--- config.mk ---
export PLATFORM = sky130hd
export DESIGN_NAME = ogp_gpio
export DESIGN_NICKNAME = d
export VERILOG_FILES = /design/src/hw/ogp_pkg.sv /design/src/hw/ogp_gpio.sv
export VERILOG_INCLUDE_DIRS = /design/src /design/src/hw
export SDC_FILE = /design/constraint.sdc
export NUM_CORES = 1
export LEC_CHECK = 0
export BUFFER_PORTS_ARGS = -buffer_cell sky130_fd_sc_hd__buf_2
export CAP_MARGIN = 20
export CORE_ASPECT_RATIO = 0.7
export CORE_UTILIZATION = 32
export CTS_CLUSTER_DIAMETER = 30
export DETAILED_ROUTE_END_ITERATION = 8
export PLACE_DENSITY_LB_ADDON = 0.15
export SYNTH_ARGS = -nofsm -noshare
export SYNTH_HDL_FRONTEND = slang
export SYNTH_SLANG_ARGS = --single-unit
--- constraint.sdc ---
create_clock -name aclk -period 2.7 [get_ports aclk]
set_input_delay 0.405 -clock aclk [delete_from_list [all_inputs] [get_ports aclk]]
set_output_delay 0.405 -clock aclk [all_outputs]
set_load 0.01 [all_outputs]
--- src/hw/ogp_regs.svh ---
/*
 Register indices, field positions, reset values and bus codes for the
 oscillator/interrupt GPIO block. Byte address is four times the index.
 Assumes inclusion by the design file and the bench only.
*/
`ifndef OGP_REGS_SVH
`define OGP_REGS_SVH
// Register indices
`define OGP_IDX_OSC_LATCH 12'h000
`define OGP_IDX_IRQ_LATCH 12'h001
`define OGP_IDX_OSC_PIN 12'h00D
`define OGP_IDX_OSC_DIR 12'hF1A
`define OGP_IDX_IRQ_DIR 12'hF1B
`define OGP_IDX_OSC_PU 12'hF27
`define OGP_IDX_IRQ_PU 12'hF28
`define OGP_IDX_OSC_FSEL 12'hF34
`define OGP_IDX_OSC_CTRL 12'hF40
`define OGP_IDX_IRQ_CTRL 12'hF41
// Field positions
`define OGP_FSEL_HF 0
`define OGP_FSEL_LF 2
`define OGP_CTRL_HF_EN 0
`define OGP_CTRL_P0_PORT 0
// Reset values
`define OGP_PORT_RST 4'h0
`define OGP_FSEL_HF_RST 1'b1
`define OGP_FSEL_LF_RST 1'b0
// Bus answers
`define OGP_RESP_OKAY 2'h0
`define OGP_RESP_SLVERR 2'h2
`endif

--- src/hw/ogp_pkg.sv ---
/*
 Types of the oscillator/interrupt GPIO block.
 Assumes ogp_regs.svh for the numbers.
*/
package ogp_pkg;
   typedef logic [3:0] ogp_nib_t;
   typedef enum logic [0:0] {
      OGP_WS_COLLECT = 1'b0,
      OGP_WS_RESP = 1'b1
   } ogp_wr_state_t;
   typedef enum logic [0:0] {
      OGP_RS_IDLE = 1'b0,
      OGP_RS_DATA = 1'b1
   } ogp_rd_state_t;
endpackage : ogp_pkg

--- src/hw/ogp_gpio.sv ---
/*
 Two 4-bit GPIO ports behind an AXI4-Lite slave: an oscillator-shared
 port and an interrupt-shared port, with pin drivers and pull-ups.
 Assumes pins are synchronous to aclk; analog crystal paths lie outside.
*/
// Decided for this implementation: the AXI4-Lite slave port.
// Function
// RL1 - Oscillator port has bits 3..0 only
// RL2 - Oscillator bits each input/output or crystal
// RL3 - Bits 0,1 high crystal; 2,3 low crystal
// RL4 - Oscillator pull-up only in input mode
// RL5 - Output latch drives pin level; resets zero
// RL6 - Software keeps oscillator direction bits 1:0 clear
// RL7 - Clearing high select with oscillator on resets
// RL8 - Software keeps high crystal select at one
// RL9 - Pin read 1:0 masked by output/select
// RL10 - Pin read 3:2 masked by output/select
// RL11 - Interrupt port has four bidirectional bits
// RL12 - Input bits 3..1 feed interrupts, stop
// RL13 - Bit 0 is reset input after reset
// RL14 - Interrupt pull-up only in input mode
// RL15 - Direction 0 input, 1 output, reset 0
// RL16 - Select bits: 1 crystal; reset 1, 0
// RL17 - Unimplemented bits read zero, ignore writes
`include "ogp_regs.svh"
`timescale 1ns/1ps
`default_nettype none
module ogp_gpio (
   // Clock and reset
   input wire logic aclk,
   input wire logic aresetn,
   // AXI4-Lite write address and data
   input wire logic [31:0] s_axi_awaddr,
   input wire logic s_axi_awvalid,
   output logic s_axi_awready,
   input wire logic [31:0] s_axi_wdata,
   input wire logic [3:0] s_axi_wstrb,
   input wire logic s_axi_wvalid,
   output logic s_axi_wready,
   // AXI4-Lite write response
   output logic [1:0] s_axi_bresp,
   output logic s_axi_bvalid,
   input wire logic s_axi_bready,
   // AXI4-Lite read
   input wire logic [31:0] s_axi_araddr,
   input wire logic s_axi_arvalid,
   output logic s_axi_arready,
   output logic [31:0] s_axi_rdata,
   output logic [1:0] s_axi_rresp,
   output logic s_axi_rvalid,
   input wire logic s_axi_rready,
   // Oscillator-shared port pins
   input wire ogp_pkg::ogp_nib_t osc_pin_i,
   output ogp_pkg::ogp_nib_t osc_pin_o,
   output ogp_pkg::ogp_nib_t osc_pin_oe,
   output ogp_pkg::ogp_nib_t osc_pullup_en,
   // Interrupt-shared port pins
   input wire ogp_pkg::ogp_nib_t irq_pin_i,
   output ogp_pkg::ogp_nib_t irq_pin_o,
   output ogp_pkg::ogp_nib_t irq_pin_oe,
   output ogp_pkg::ogp_nib_t irq_pullup_en,
   // Crystal connections
   output logic hf_crystal_sel,
   output logic lf_crystal_sel,
   output logic hf_crystal_in,
   output logic lf_crystal_in,
   output logic sys_clk_reset_req,
   // Interrupt, stop and reset inputs toward the core
   output logic ext_irq_a,
   output logic ext_irq_b,
   output logic ext_irq_c,
   output logic stop_release,
   output logic ext_reset_n
);
   import ogp_pkg::*;

   ogp_nib_t osc_lat_q, irq_lat_q, osc_dir_q, irq_dir_q;
   ogp_nib_t osc_pu_q, irq_pu_q;
   logic hf_sel_q, lf_sel_q, hf_en_q, p0_port_q;
   ogp_wr_state_t ws_q;
   ogp_rd_state_t rs_q;
   logic aw_have_q, w_have_q;
   logic [31:0] aw_addr_q, w_data_q;
   logic w_lane0_q;

   // Handshake decode
   wire aw_fire = s_axi_awvalid & s_axi_awready;
   wire w_fire = s_axi_wvalid & s_axi_wready;
   wire ar_fire = s_axi_arvalid & s_axi_arready;
   wire wr_go = (ws_q == OGP_WS_COLLECT) & aw_have_q & w_have_q;
   wire b_done = s_axi_bvalid & s_axi_bready;
   wire r_done = s_axi_rvalid & s_axi_rready;

   // Address decode; upper address bits must be zero to hit
   wire [11:0] wr_idx = aw_addr_q[13:2];
   wire wr_in = (aw_addr_q[31:14] == 18'h00000);
   wire wr_osc_lat = wr_in & (wr_idx == `OGP_IDX_OSC_LATCH);
   wire wr_irq_lat = wr_in & (wr_idx == `OGP_IDX_IRQ_LATCH);
   wire wr_osc_pin = wr_in & (wr_idx == `OGP_IDX_OSC_PIN);
   wire wr_osc_dir = wr_in & (wr_idx == `OGP_IDX_OSC_DIR);
   wire wr_irq_dir = wr_in & (wr_idx == `OGP_IDX_IRQ_DIR);
   wire wr_osc_pu = wr_in & (wr_idx == `OGP_IDX_OSC_PU);
   wire wr_irq_pu = wr_in & (wr_idx == `OGP_IDX_IRQ_PU);
   wire wr_fsel = wr_in & (wr_idx == `OGP_IDX_OSC_FSEL);
   wire wr_osc_ctl = wr_in & (wr_idx == `OGP_IDX_OSC_CTRL);
   wire wr_irq_ctl = wr_in & (wr_idx == `OGP_IDX_IRQ_CTRL);
   wire wr_hit = wr_osc_lat | wr_irq_lat | wr_osc_pin | wr_osc_dir |
      wr_irq_dir | wr_osc_pu | wr_irq_pu | wr_fsel | wr_osc_ctl | wr_irq_ctl;
   // Only byte lane 0 carries data; other lanes are ignored
   wire wr_en = wr_go & w_lane0_q;
   wire [3:0] wd = w_data_q[3:0]; // RL17

   // Clearing the high select while the oscillator runs resets the clock
   wire hf_kill = wr_en & wr_fsel & ~w_data_q[`OGP_FSEL_HF] & hf_en_q; // RL7

   // Pin read masking: outputs and crystal pins read as zero
   wire [3:0] xsel = {lf_sel_q, lf_sel_q, hf_sel_q, hf_sel_q};
   ogp_nib_t pin_rd;
   genvar gi;
   generate
      for (gi = 0; gi < 4; gi = gi + 1) begin : g_rd
         assign pin_rd[gi] = ~osc_dir_q[gi] & ~xsel[gi] & osc_pin_i[gi]; // RL9 RL10
      end
   endgenerate

   // Read decode; if/else chain so the first hit wins
   wire [11:0] rd_idx = s_axi_araddr[13:2];
   wire rd_in = (s_axi_araddr[31:14] == 18'h00000);
   logic [7:0] rd_val;
   logic rd_hit;
   always_comb begin
      rd_hit = rd_in;
      rd_val = 8'h00;
      if (rd_idx == `OGP_IDX_OSC_LATCH) begin
         rd_val = {4'h0, osc_lat_q}; // RL1
      end else if (rd_idx == `OGP_IDX_IRQ_LATCH) begin
         rd_val = {4'h0, irq_lat_q};
      end else if (rd_idx == `OGP_IDX_OSC_PIN) begin
         rd_val = {4'h0, pin_rd};
      end else if (rd_idx == `OGP_IDX_OSC_DIR) begin
         rd_val = {4'h0, osc_dir_q};
      end else if (rd_idx == `OGP_IDX_IRQ_DIR) begin
         rd_val = {4'h0, irq_dir_q};
      end else if (rd_idx == `OGP_IDX_OSC_PU) begin
         rd_val = {4'h0, osc_pu_q};
      end else if (rd_idx == `OGP_IDX_IRQ_PU) begin
         rd_val = {4'h0, irq_pu_q};
      end else if (rd_idx == `OGP_IDX_OSC_FSEL) begin
         rd_val = {5'h00, lf_sel_q, 1'b0, hf_sel_q}; // RL17
      end else if (rd_idx == `OGP_IDX_OSC_CTRL) begin
         rd_val = {7'h00, hf_en_q};
      end else if (rd_idx == `OGP_IDX_IRQ_CTRL) begin
         rd_val = {7'h00, p0_port_q};
      end else begin
         rd_hit = 1'b0;
      end
   end

   // Write channel: address and data taken in either order
   always_ff @(posedge aclk) begin
      if (!aresetn) begin
         ws_q <= OGP_WS_COLLECT;
         aw_have_q <= 1'b0;
         w_have_q <= 1'b0;
         aw_addr_q <= 32'h00000000;
         w_data_q <= 32'h00000000;
         w_lane0_q <= 1'b0;
         s_axi_awready <= 1'b0;
         s_axi_wready <= 1'b0;
         s_axi_bvalid <= 1'b0;
         s_axi_bresp <= `OGP_RESP_OKAY;
      end else begin
         s_axi_awready <= ~aw_have_q & ~aw_fire & (ws_q == OGP_WS_COLLECT);
         s_axi_wready <= ~w_have_q & ~w_fire & (ws_q == OGP_WS_COLLECT);
         if (aw_fire) begin
            aw_have_q <= 1'b1;
            aw_addr_q <= s_axi_awaddr;
         end
         if (w_fire) begin
            w_have_q <= 1'b1;
            w_data_q <= s_axi_wdata;
            w_lane0_q <= s_axi_wstrb[0];
         end
         case (ws_q)
            OGP_WS_COLLECT: begin
               if (wr_go) begin
                  ws_q <= OGP_WS_RESP;
                  s_axi_bvalid <= 1'b1;
                  s_axi_bresp <= wr_hit ? `OGP_RESP_OKAY : `OGP_RESP_SLVERR;
               end
            end
            default: begin
               if (b_done) begin
                  ws_q <= OGP_WS_COLLECT;
                  s_axi_bvalid <= 1'b0;
                  aw_have_q <= 1'b0;
                  w_have_q <= 1'b0;
               end
            end
         endcase
      end
   end

   // Read channel: one read at a time, data one edge after address
   always_ff @(posedge aclk) begin
      if (!aresetn) begin
         rs_q <= OGP_RS_IDLE;
         s_axi_arready <= 1'b0;
         s_axi_rvalid <= 1'b0;
         s_axi_rdata <= 32'h00000000;
         s_axi_rresp <= `OGP_RESP_OKAY;
      end else begin
         case (rs_q)
            OGP_RS_IDLE: begin
               s_axi_arready <= ~ar_fire;
               if (ar_fire) begin
                  rs_q <= OGP_RS_DATA;
                  s_axi_rvalid <= 1'b1;
                  s_axi_rdata <= {24'h000000, rd_val};
                  s_axi_rresp <= rd_hit ? `OGP_RESP_OKAY : `OGP_RESP_SLVERR;
               end
            end
            default: begin
               if (r_done) begin
                  rs_q <= OGP_RS_IDLE;
                  s_axi_rvalid <= 1'b0;
                  s_axi_arready <= 1'b1;
               end
            end
         endcase
      end
   end

   // Port registers; pin-read index is read-only and ignores writes
   always_ff @(posedge aclk) begin
      if (!aresetn) begin
         osc_lat_q <= `OGP_PORT_RST; // RL5
         irq_lat_q <= `OGP_PORT_RST;
         osc_dir_q <= `OGP_PORT_RST; // RL15
         irq_dir_q <= `OGP_PORT_RST;
         osc_pu_q <= `OGP_PORT_RST;
         irq_pu_q <= `OGP_PORT_RST;
         hf_sel_q <= `OGP_FSEL_HF_RST; // RL16
         lf_sel_q <= `OGP_FSEL_LF_RST;
         hf_en_q <= 1'b0;
         p0_port_q <= 1'b0; // RL13
      end else if (wr_en) begin
         if (wr_osc_lat) osc_lat_q <= wd;
         if (wr_irq_lat) irq_lat_q <= wd;
         if (wr_osc_dir) osc_dir_q <= wd; // RL2
         if (wr_irq_dir) irq_dir_q <= wd; // RL11
         if (wr_osc_pu) osc_pu_q <= wd;
         if (wr_irq_pu) irq_pu_q <= wd;
         if (wr_fsel) begin
            hf_sel_q <= w_data_q[`OGP_FSEL_HF];
            lf_sel_q <= w_data_q[`OGP_FSEL_LF];
         end
         if (wr_osc_ctl) hf_en_q <= w_data_q[`OGP_CTRL_HF_EN];
         if (wr_irq_ctl) p0_port_q <= w_data_q[`OGP_CTRL_P0_PORT];
      end
   end

   // Pin drivers; a crystal pin is never driven even if its direction
   // bit is set, which protects the resonator from a software slip
   wire [3:0] irq_gp = {3'h7, p0_port_q};
   always_ff @(posedge aclk) begin
      if (!aresetn) begin
         osc_pin_o <= 4'h0;
         osc_pin_oe <= 4'h0;
         osc_pullup_en <= 4'h0;
         irq_pin_o <= 4'h0;
         irq_pin_oe <= 4'h0;
         irq_pullup_en <= 4'h0;
         sys_clk_reset_req <= 1'b0;
      end else begin
         osc_pin_o <= osc_lat_q; // RL5
         osc_pin_oe <= osc_dir_q & ~xsel; // RL3 RL6
         osc_pullup_en <= osc_pu_q & ~osc_dir_q & ~xsel; // RL4
         irq_pin_o <= irq_lat_q;
         irq_pin_oe <= irq_dir_q & irq_gp; // RL13
         irq_pullup_en <= irq_pu_q & ~irq_dir_q; // RL14
         sys_clk_reset_req <= hf_kill; // RL7
      end
   end

   // Secondary inputs: interrupt and stop idle high unless the bit is an input, reset unless p0_port_q is clear; crystal inputs idle low unless selected
   always_ff @(posedge aclk) begin
      if (!aresetn) begin
         hf_crystal_sel <= 1'b1;
         lf_crystal_sel <= 1'b0;
         hf_crystal_in <= 1'b0;
         lf_crystal_in <= 1'b0;
         ext_irq_a <= 1'b1;
         ext_irq_b <= 1'b1;
         ext_irq_c <= 1'b1;
         stop_release <= 1'b1;
         ext_reset_n <= 1'b1;
      end else begin
         hf_crystal_sel <= hf_sel_q; // RL3 RL8
         lf_crystal_sel <= lf_sel_q;
         hf_crystal_in <= hf_sel_q & osc_pin_i[0];
         lf_crystal_in <= lf_sel_q & osc_pin_i[2];
         ext_irq_a <= irq_dir_q[2] | irq_pin_i[2]; // RL12
         ext_irq_b <= irq_dir_q[3] | irq_pin_i[3];
         ext_irq_c <= irq_dir_q[1] | irq_pin_i[1];
         stop_release <= irq_dir_q[1] | irq_pin_i[1];
         ext_reset_n <= p0_port_q | irq_pin_i[0]; // RL13
      end
   end
endmodule : ogp_gpio
`default_nettype wire

==> summary.txt, run 1 <==
Status
  – Status: complete, no violations

Global route
  – Vias in the first global route: 3825
  – Largest net degree at the start of global routing: 36
  – First-pass GRT wire length: 19900 µm
  – Initial antenna violation count: 0
  – GRT Residual Overflow: 0
  – Tot GR Track Use: 16.3%

Placed design
  – GPL Wtd Cong: 0.865
  – Placed Cells: 831
  – IO Port Bufs: 124
  – Hpwl dp: 9370 µm

Synthesis
  – Post-synthesis cell type count: 56
  – Asr flop ratio synth: 0%
  – Synthesized flop and latch total: 111
  – Post-synth EDFFs: 0
  – Yosys top cell area share: 45.9%
  – Largest cells by area after synthesis: dfxtp_1 46%, nand2_1 8.6%, mux2i_1 5.8%
  – Area leader, netlist: dfxtp_1
  – Synthesized cell area: 4840 µm²
  – Ys Warns: 0
  – Avg Inst Size Synth: 9.08 µm²
  – Seq/Total Area, Yosys: 45.9%
  – Synth cell count leaders: 111 x dfxtp_1, 111 x nand2_1, 36 x a21boi_0
  – Cells after Synth: 533
  – Top FF cell, synth: dfxtp_1

Power
  – Part of the power in registers: 49.8%
  – Max VDD drop: 313 µV
  – Leakage Power: 2.60 nW
  – Pwr dens: 588 nW/µm²
  – Switching power: 0.000873 W
  – Comb pwr share: 9.2%
  – Sw Ratio: 25.3%
  – Int Pwr: 0.00257 W
  – Clock Power Share: 41.1%

Die
  – Std cell rows: 37
  – I/O pin cnt: 190
  – Initial core utilization: 32.9%
  – Die Ht: 105 µm
  – Die width: 149 µm
  – Core area: 14700 µm²
  – DIE AREA: 15600 µm²

Detailed routing
  – Iteration-0 DRC Markers: 262
  – Drt wl/cell: 14.5 µm
  – Vias: 4084
  – Vias per std cell: 4.82
  – Drc violations: 0
  – TritonRoute pass-1 iters: 5
  – Total Routed Length: 12300 µm
  – Routed Antenna Nets: 0

STA
  – Final period util: 76.2%
  – Setup Skew: 0.00892 ns
  – Final setup viols: 0
  – Final Hold Viols: 0
  – Max Slew Vio Count: 0
  – Minimum clock period: 2.06 ns
  – Max frequency: 486 MHz
  – RSZ-0062 raised after global routing: false
  – Slew headroom: 33.3%
  – Worst-margin pin slew: 0.997 ns
  – Final TNS setup: 0 ns

CTS
  – Clock transition at path regs: 0.08 ns
  – CTS Buffer Depth: 2
  – Clock root cell: clkbuf_16
  – Post-CTS Resized: 0
  – Clock latency on the worst-skew pair: 0.35 ns
  – CTS tree: done
  – Buffer count from post-CTS setup fixing: 0
  – H-tree levels: 3
  – CTS Hold Bufs: 0
  – Clk sinks: 111
  – Num CTS Buffers: 9

Setup path
  – R2r setup slk: 0.64 ns
  – Critical path, cell by cell: nor4_2, nand3_2, nor3_1, nand3_1, mux2i_1
  – Reg2reg end: osc_pu_q[0]
  – CP max-delay cell: nor4_2
  – Critical Path End Type: flip-flop
  – Reg2reg start: aw_addr_q[21]
  – CP Max Fanout: 6
  – Worst Path Arrival: 2.28 ns
  – Crit path launch type: flip-flop
  – Required time worst endpoint: 2.92 ns
  – WS Path Type: reg2reg
  – Delay-heaviest family, CP: simple AND/OR/NAND/NOR gates
  – Worst R2R Path Depth: 5
  – Crit-path max cell delay: 0.39 ns
  – WP buf/inv: 0

Hold path
  – Hold Path Sink: stop_release
  – Min-Delay Path Class: in2reg
  – Hold path start: irq_pin_i[1]
  – Hold Crit Depth: 2

Final layout
  – Layout cells sized above 1: 26.1%
  – Post-Layout Cell Count: 847
  – Antenna diodes: 0
  – Nets: 762
  – Area growth syn-to-layout: 21.1%
  – Area occupied by multi-input gates: 2340 µm²
  – Number of fill cells: 1515
  – FF/Latch Area: 2220 µm²

Job
  – Max-capacitance violation count: 0
-- layout by cell type, fill, tap and decap left out, types with 5 or more instances in the layout --
cell       instances
mux2i_1           28
nor4_1            12
clkbuf_16          9
nand3_1           14
a21boi_0          36
a21oi_1            9
and3b_1            9
nor2_1            15
o21ai_0           10
and3_1             9
buf_2            124
nor2b_1            8
nand2b_1           7
inv_1             16
nor3_1             8
conb_1            30
or3b_2             5
dfxtp_1          111
nand2_1          111
nor4_2             5
-- worst max path at each step --
stage	from	end	slack [ns]	cells past startpoint
3_5_place_dp	s_axi_araddr[2]	s_axi_rdata[1]	0.54	6
2_1_floorplan	aw_addr_q[21]	irq_lat_q[0]	0.96	5
3_3_place_gp	s_axi_araddr[2]	s_axi_rdata[2]	0.53	6
5_1_grt	aw_addr_q[29]	irq_dir_q[2]	0.40	5
6_report	aw_addr_q[21]	osc_pu_q[0]	0.64	5
4_1_cts	aw_addr_q[29]	osc_dir_q[3]	0.63	5
-- logic make-up after synthesis --
group,share of synthesized area [%]
DFF,45.9
other,0.0775
buffers and inverters,7.91
AOI/OAI and AO/OA,12.3
and+or+nand+nor,27.3
muxes,6.49
-- sequential cells by signal (all words and copies together), names as in the netlist, 4 cells and up --
| signal | flops |
|---|---|
| aw_addr_q | 30 |
| irq_dir_q | 4 |
| irq_lat_q | 4 |
| irq_pin_o | 4 |
| irq_pin_oe | 4 |
| irq_pu_q | 4 |
| irq_pullup_en | 4 |
| osc_dir_q | 4 |
| osc_lat_q | 4 |
| osc_pin_o | 4 |
| osc_pin_oe | 4 |
| osc_pu_q | 4 |
| osc_pullup_en | 4 |
| s_axi_rdata | 4 |
| w_data_q | 4 |
-- power groups by stage --
stage | registers, W | clock network (W) | logic [W]
final | 0.00172 | 0.00142 | 0.000316
after global placement | 0.00175 | 0 | 0.000310
after CTS | 0.00172 | 0.00147 | 0.000318
after detailed placement | 0.00175 | 0 | 0.000317
after global routing | 0.00172 | 0.00153 | 0.000351
after floorplan | 0.00175 | 0 | 0.000225
-- metrics by stage --
step | total power, W | utilization [%] | hold slack (ns) | worst slack [ns] | area (µm²)
floorplan | 0.00197 | - | 0.422 | 0.960 | 4950
global placement | 0.00206 | 37.6 | 0.453 | 0.527 | 5540
CTS | 0.00350 | 39.8 | 0.233 | 0.629 | 5860
finish | 0.00345 | 39.8 | 0.245 | 0.643 | 5860
global route | 0.00360 | 39.8 | 0.226 | 0.397 | 5860
detailed placement | 0.00207 | 37.6 | 0.459 | 0.545 | 5540
-- routing by layer --
layer	GRT usage (%)	vias up	wire, µm
li1	-	2021	-
met1	24.0	1934	6180
met2	23.9	121	5340
met3	3.32	8	635
met4	3.94	0	127
met5	0	-	0
-- area by class of cell --
class / count / area share (%)
flip-flops and latches: 111 / 37.9
clock buffers: 10 / 4.08
well taps: 195 / 4.16
multi-input cells: 380 / 40.0
clock inverters: 6 / 1.39
inverters: 16 / 1.02
repair buffers: 129 / 11.4
No activity file was read; power rests on OpenSTA's default activity.
==> run 2: changes to the inputs <==
==> constraint.sdc (replaced) <==
create_clock -name aclk -period 1.8 [get_ports aclk]
set_input_delay 0.27 -clock aclk [delete_from_list [all_inputs] [get_ports aclk]]
set_output_delay 0.27 -clock aclk [all_outputs]
set_load 0.01 [all_outputs]
==> run 2 against run 1 <==
  * First-iteration DRC count decreased by 29%
  * Fmax increased by 14%
  * Critical path type unchanged
  * Critical path depth increased by 2
  * Core utilization increased by 3.2 points
  * Combinational power increased by 90%
  * Highest routed layer unchanged
  * Global-route usage increased by 0.83 points
  * The run now ends with setup timing left
  * Cell count increased by 5.4%
  * Sequential cell count unchanged
  * Largest power group unchanged
==> summary.txt, run 2 (synthesis results as in run 1) <==
Placed design
  – GPL Wtd Cong: 0.835
  – IO Port Bufs: 124
  – Hpwl dp: 10100 µm
  – Placed Cells: 875

STA
  – Final period util: 100%
  – Worst-margin pin slew: 0.508 ns
  – Final Hold Viols: 0
  – Minimum clock period: 1.80 ns
  – Final setup slack of the worst path: -0.00411 ns
  – Slew headroom: 66.1%
  – Max frequency: 554 MHz
  – Final setup viols: 1
  – Max Slew Vio Count: 0
  – RSZ-0062 raised after global routing: true
  – Setup Skew: 0.00876 ns

Final layout
  – Leading cell type in the layout, fill and taps excluded: buf_2
  – Number of flip-flops in the largest register: 30
  – Post-Layout Cell Count: 893
  – Commonest cells after routing, fill and taps aside: 124 x buf_2, 111 x nand2_1, 107 x dfxtp_1
  – Nets: 808
  – Area growth syn-to-layout: 30.8%
  – Antenna diodes: 0
  – Layout cells sized above 1: 32.5%
  – Number of fill cells: 1495
  – Largest Register: aw_addr_q

Setup path
  – Required time worst endpoint: 2.07 ns
  – Worst R2R Path Depth: 7
  – Crit path to: hf_en_q
  – Critical Path End Type: flip-flop
  – CP Max Fanout: 4
  – Crit path launch type: flip-flop
  – Reg2reg start: aw_addr_q[17]
  – R2r setup slk: -0.004 ns
  – Critical Path Start: aw_addr_q[17]
  – WS Path Type: reg2reg
  – Reg2reg end: hf_en_q
  – Worst Path Arrival: 2.07 ns

CTS
  – H-tree levels: 3
  – Clock latency on the worst-skew pair: 0.35 ns
  – CTS Buffer Depth: 2
  – CTS Hold Bufs: 0
  – Clock transition at path regs: 0.07 ns
  – CTS tree: done
  – Num CTS Buffers: 9
  – Clock root cell: clkbuf_16
  – Clk sinks: 111

Detailed routing
  – Drt wl/cell: 14.5 µm
  – Vias per std cell: 4.69
  – Routed Antenna Nets: 0
  – Total Routed Length: 12900 µm
  – TritonRoute pass-1 iters: 4
  – Iteration-0 DRC Markers: 187
  – Vias: 4186
  – Drc violations: 0

Power
  – Pwr dens: 831 nW/µm²
  – Leakage Power: 2.87 nW
  – Total power: 0.00526 W
  – Max VDD drop: 463 µV

Die
  – Die width: 149 µm
  – Core area: 14700 µm²
  – Die Ht: 105 µm
  – Std cell rows: 37
  – Initial core utilization: 32.9%
  – DIE AREA: 15600 µm²
  – I/O pin cnt: 190

Status
  – Failing checks: setup timing
  – Status: finished with violations

Hold path
  – Hold path start: irq_pin_i[0]
  – Min-Delay Path Class: in2reg
  – Hold Crit Depth: 3

Global route
  – Tot GR Track Use: 17.1%
  – Initial antenna violation count: 0
  – GRT Residual Overflow: 0
  – Vias in the first global route: 4053
  – Largest net degree at the start of global routing: 31
  – First-pass GRT wire length: 20800 µm

Job
  – Max-capacitance violation count: 0
-- run 2: where the power goes --
part | internal [W] | leakage (nW) | switching [W]
clock network | 0.00111 | 0.155 | 0.000973
logic | 0.000280 | 1.81 | 0.000319
registers | 0.00252 | 0.902 | 0.0000524
total | 0.00391 | 2.87 | 0.00135
-- run 2: cell type report --
| class | instances | area (µm²) | area share [%] |
|---|---|---|---|
| clock buffers | 9 | 225 | 3.56 |
| well taps | 195 | 244 | 3.86 |
| clock inverters | 7 | 88.8 | 1.40 |
| inverters | 16 | 60.1 | 0.949 |
| multi-input cells | 380 | 2440 | 38.5 |
| flip-flops and latches | 111 | 2230 | 35.2 |
| repair buffers | 175 | 1040 | 16.5 |
-- run 2: worst max-delay path: stages, from the launching register on --
cell and delay, ns:
dfxtp_2 0.34, nor4_4 0.32, nand3_2 0.14, buf_4 0.19
buf_4 0.15, nor4_2 0.27, buf_4 0.15, mux2i_1 0.17
-- run 2: worst min path at each step --
stage | to | slack, ns
after floorplan | ext_reset_n | 0.36
after global placement | aw_addr_q[27] | 0.45
after detailed placement | ext_reset_n | 0.46
after CTS | ext_reset_n | 0.1
after global routing | ext_reset_n | 0.1
final | ext_reset_n | 0.11
-- run 2: per-stage QoR --
stage	area [µm²]	setup slack, ns	hold WS, ns	TNS (ns)	utilization [%]
finish	6330	-0.00411	0.106	-0.00411	43.0
global placement	5880	-0.103	0.453	-1.88	40.0
detailed placement	5880	-0.127	0.459	-2.05	40.0
global route	6330	-0.142	0.0987	-1.24	43.0
CTS	6270	-0.0419	0.0954	-0.141	42.6
floorplan	4950	0.0602	0.364	0	-
-- run 2: repair_timing --
action                     CTS  global route
setup buffers                2             0
setup endpoints to repair   29            26
resized for setup           11            12
pin swaps                    6             8
-- run 2: per-layer routing --
metal	part of all wire [%]	vias up	GRT usage [%]
met5	0	-	0
met1	52	1967	25.3
li1	-	2117	-
met3	5.4	7	3.62
met4	0.74	0	3.86
met2	42	95	25.0
==> run 3: changes to the inputs <==
--- a/config.mk
+++ b/config.mk
@@ -6,6 +6,7 @@
 export SDC_FILE = /design/constraint.sdc
 export NUM_CORES = 1
 export LEC_CHECK = 0
+export ABC_AREA = 1
 export BUFFER_PORTS_ARGS = -buffer_cell sky130_fd_sc_hd__buf_2
 export CAP_MARGIN = 20
 export CORE_ASPECT_RATIO = 0.7
==> run 3 against run 2 <==
  * The run now ends clean
  * Worst setup slack gained 0.11 ns
  * First-iteration DRC count grew 48%
  * Critical path type unchanged
  * Die area shrank 1.2%
  * Routed wire length grew 0.80%
  * Via count grew 7.7%
  * Clock power shrank 3%
==> summary.txt, run 3 <==
CTS
  – Clock latency on the worst-skew pair: 0.35 ns
  – CTS tree: done
  – H-tree levels: 3
  – Clock transition at path regs: 0.08 ns
  – CTS Hold Bufs: 0
  – Clock root cell: clkbuf_16
  – Num CTS Buffers: 9
  – CTS Buffer Depth: 2
  – Clk sinks: 111

STA
  – Final period util: 94.2%
  – Max Slew Vio Count: 0
  – Max frequency: 590 MHz
  – Minimum clock period: 1.70 ns
  – Hold_ws: 0.0901 ns
  – Setup Skew: 0.0101 ns
  – Final setup viols: 0
  – RSZ-0062 raised after global routing: true
  – Final Hold Viols: 0

Detailed routing
  – Total Routed Length: 13000 µm
  – Iteration-0 DRC Markers: 277
  – TritonRoute pass-1 iters: 5
  – Vias per std cell: 4.58
  – Routed Antenna Nets: 0
  – Drc violations: 0
  – Drt wl/cell: 13.3 µm
  – Vias: 4508

Die
  – Core area: 14200 µm²
  – Die width: 148 µm
  – Initial core utilization: 33.6%
  – Std cell rows: 36
  – DIE AREA: 15400 µm²
  – Die Ht: 104 µm
  – I/O pin cnt: 190

Hold path
  – Hold path start: irq_pin_i[2]
  – Hold Crit Depth: 3
  – Min-Delay Path Class: in2reg
  – Hold Path Sink: ext_irq_a

Power
  – Int Pwr: 0.00382 W
  – Total power: 0.00514 W
  – Sw Ratio: 25.6%
  – Leakage Power: 2.78 nW
  – Comb pwr share: 10.1%
  – Part of the power in registers: 50.5%
  – Switching power: 0.00131 W
  – Max VDD drop: 545 µV
  – Pwr dens: 855 nW/µm²
  – Clock Power Share: 39.3%

Setup path
  – Crit path launch type: flip-flop
  – Crit-path max cell delay: 0.31 ns
  – CP Max Fanout: 8
  – Critical path, cell by cell: nor2_1, nand3_1, nor3_2, nand2_2, inv_1, nand3_2, o21ai_0, a21oi_1
  – R2r setup slk: 0.10 ns
  – Worst R2R Path Depth: 8
  – Required time worst endpoint: 2.04 ns
  – Reg2reg end: irq_dir_q[3]
  – Reg2reg start: aw_addr_q[30]
  – CP max-delay cell: dfxtp_1
  – Worst Path Arrival: 1.93 ns
  – Critical Path End Type: flip-flop
  – WS Path Type: reg2reg

Placed design
  – IO Port Bufs: 124
  – Hpwl dp: 10300 µm
  – GPL Wtd Cong: 0.869

Synthesis
  – Synth cell count leaders: 111 x dfxtp_1, 97 x nand2_1, 85 x nor2_1
  – Most frequent cell after synthesis: dfxtp_1
  – Yosys top cell area share: 46.5%
  – Asr flop ratio synth: 0%
  – Cells after Synth: 645
  – Synthesized cell area: 4780 µm²
  – Seq/Total Area, Yosys: 46.5%
  – Top FF cell, synth: dfxtp_1
  – Post-synthesis cell type count: 29
  – Area leader, netlist: dfxtp_1
  – Post-synth EDFFs: 0
  – Largest cells by area after synthesis: dfxtp_1 47%, nand2_1 7.6%, nor2_1 6.7%
  – Avg Inst Size Synth: 7.41 µm²
  – Ys Warns: 0
  – Synthesized flop and latch total: 111

Final layout
  – Leading cell type in the layout, fill and taps excluded: buf_2
  – Layout cells sized above 1: 24.2%
  – Number of flip-flops in the largest register: 30
  – Commonest cells after routing, fill and taps aside: 124 x buf_2, 110 x dfxtp_1, 97 x nand2_1
  – Antenna diodes: 0
  – Final core utilization: 42.2%
  – Number of fill cells: 1525
  – Area growth syn-to-layout: 25.8%
  – Nets: 905
  – Largest Register: aw_addr_q

Global route
  – Tot GR Track Use: 17.3%
  – Largest net degree at the start of global routing: 52
  – GRT Residual Overflow: 0
  – First-pass GRT wire length: 21000 µm
  – Initial antenna violation count: 0
  – Vias in the first global route: 4210

Status
  – Status: complete, no violations

Job
  – Max-capacitance violation count: 0
-- run 3: changes by cell type after synthesis, sizes merged, moves of 9 or more --
cell | previous run | this run
and3 | 9 | 0
nor2 | 15 | 90
a21oi | 9 | 54
nor3 | 10 | 28
nand2 | 111 | 98
o21ai | 10 | 57
inv | 16 | 82
a21boi | 36 | 0
nand4 | 3 | 18
and3b | 9 | 0
mux2i | 28 | 0
-- run 3: critical path, delay by kind of cell (launching register included) --
family	cells	cell delay (ns)
and+or+nand+nor	5	0.81
AOI/OAI and AO/OA	2	0.29
DFF	1	0.31
buffers and inverters	1	0.17
-- run 3: kinds of logic after synthesis --
kind of cell	Yosys count	share of synthesized area (%)
AND/OR/NAND/NOR	279	27.2
buffers and inverters	132	12.9
AO/OA/AOI/OAI	122	13.4
other	1	0.0785
flip-flops	111	46.5
-- run 3: what timing repair did --
action,in CTS,in global routing
setup buffers,0,2
gates resized for setup,0,12
endpoints found under the hold margin,0,0
endpoints found under the setup margin,0,23
-- run 3: cell type report --
cell class | count | area, µm² | area share, %
Clock buffer | 10 | 229 | 3.81
Clock inverter | 5 | 63.8 | 1.06
Inverter | 82 | 310 | 5.16
Multi-Input combinational cell | 431 | 2090 | 34.8
Sequential cell | 111 | 2220 | 37.0
Tap cell | 190 | 238 | 3.96
Timing Repair Buffer | 155 | 857 | 14.3
-- run 3: power by group through the flow --
stage | combinational (W) | sequential [W] | clock [W]
finish | 0.000521 | 0.00260 | 0.00202
global route | 0.000595 | 0.00261 | 0.00217
CTS | 0.000515 | 0.00259 | 0.00207
detailed placement | 0.000513 | 0.00265 | 0
global placement | 0.000502 | 0.00265 | 0
floorplan | 0.000349 | 0.00265 | 0
-- run 3: how the worst max path moves through the flow --
stage	start	end	slack (ns)	depth (start not counted)
6_report	aw_addr_q[30]	irq_dir_q[3]	0.10	8
5_1_grt	aw_addr_q[28]	irq_dir_q[3]	-0.05	8
4_1_cts	aw_addr_q[30]	irq_dir_q[1]	0.05	8
3_5_place_dp	aw_addr_q[30]	irq_dir_q[1]	0.07	8
3_3_place_gp	aw_addr_q[30]	irq_dir_q[1]	0.09	8
2_1_floorplan	aw_addr_q[13]	hf_sel_q	0.34	7
-- run 3: per-layer routing --
layer,routed length [µm],vias up,track usage (%)
met2,5300,117,25.3
li1,-,2356,-
met1,6880,2027,25.7
met3,795,8,4.08
met5,0,-,0
met4,76,0,2.72
-- run 3: stage by stage --
stage	TNS, ns	instance area (µm²)	setup slack [ns]	instances
3_3_place_gp	0	5660	0.0948	967
4_1_cts	0	5950	0.0526	982
2_1_floorplan	0	4890	0.335	674
5_1_grt	-0.148	6010	-0.0515	984
6_report	0	6010	0.104	984
3_5_place_dp	0	5660	0.0667	967
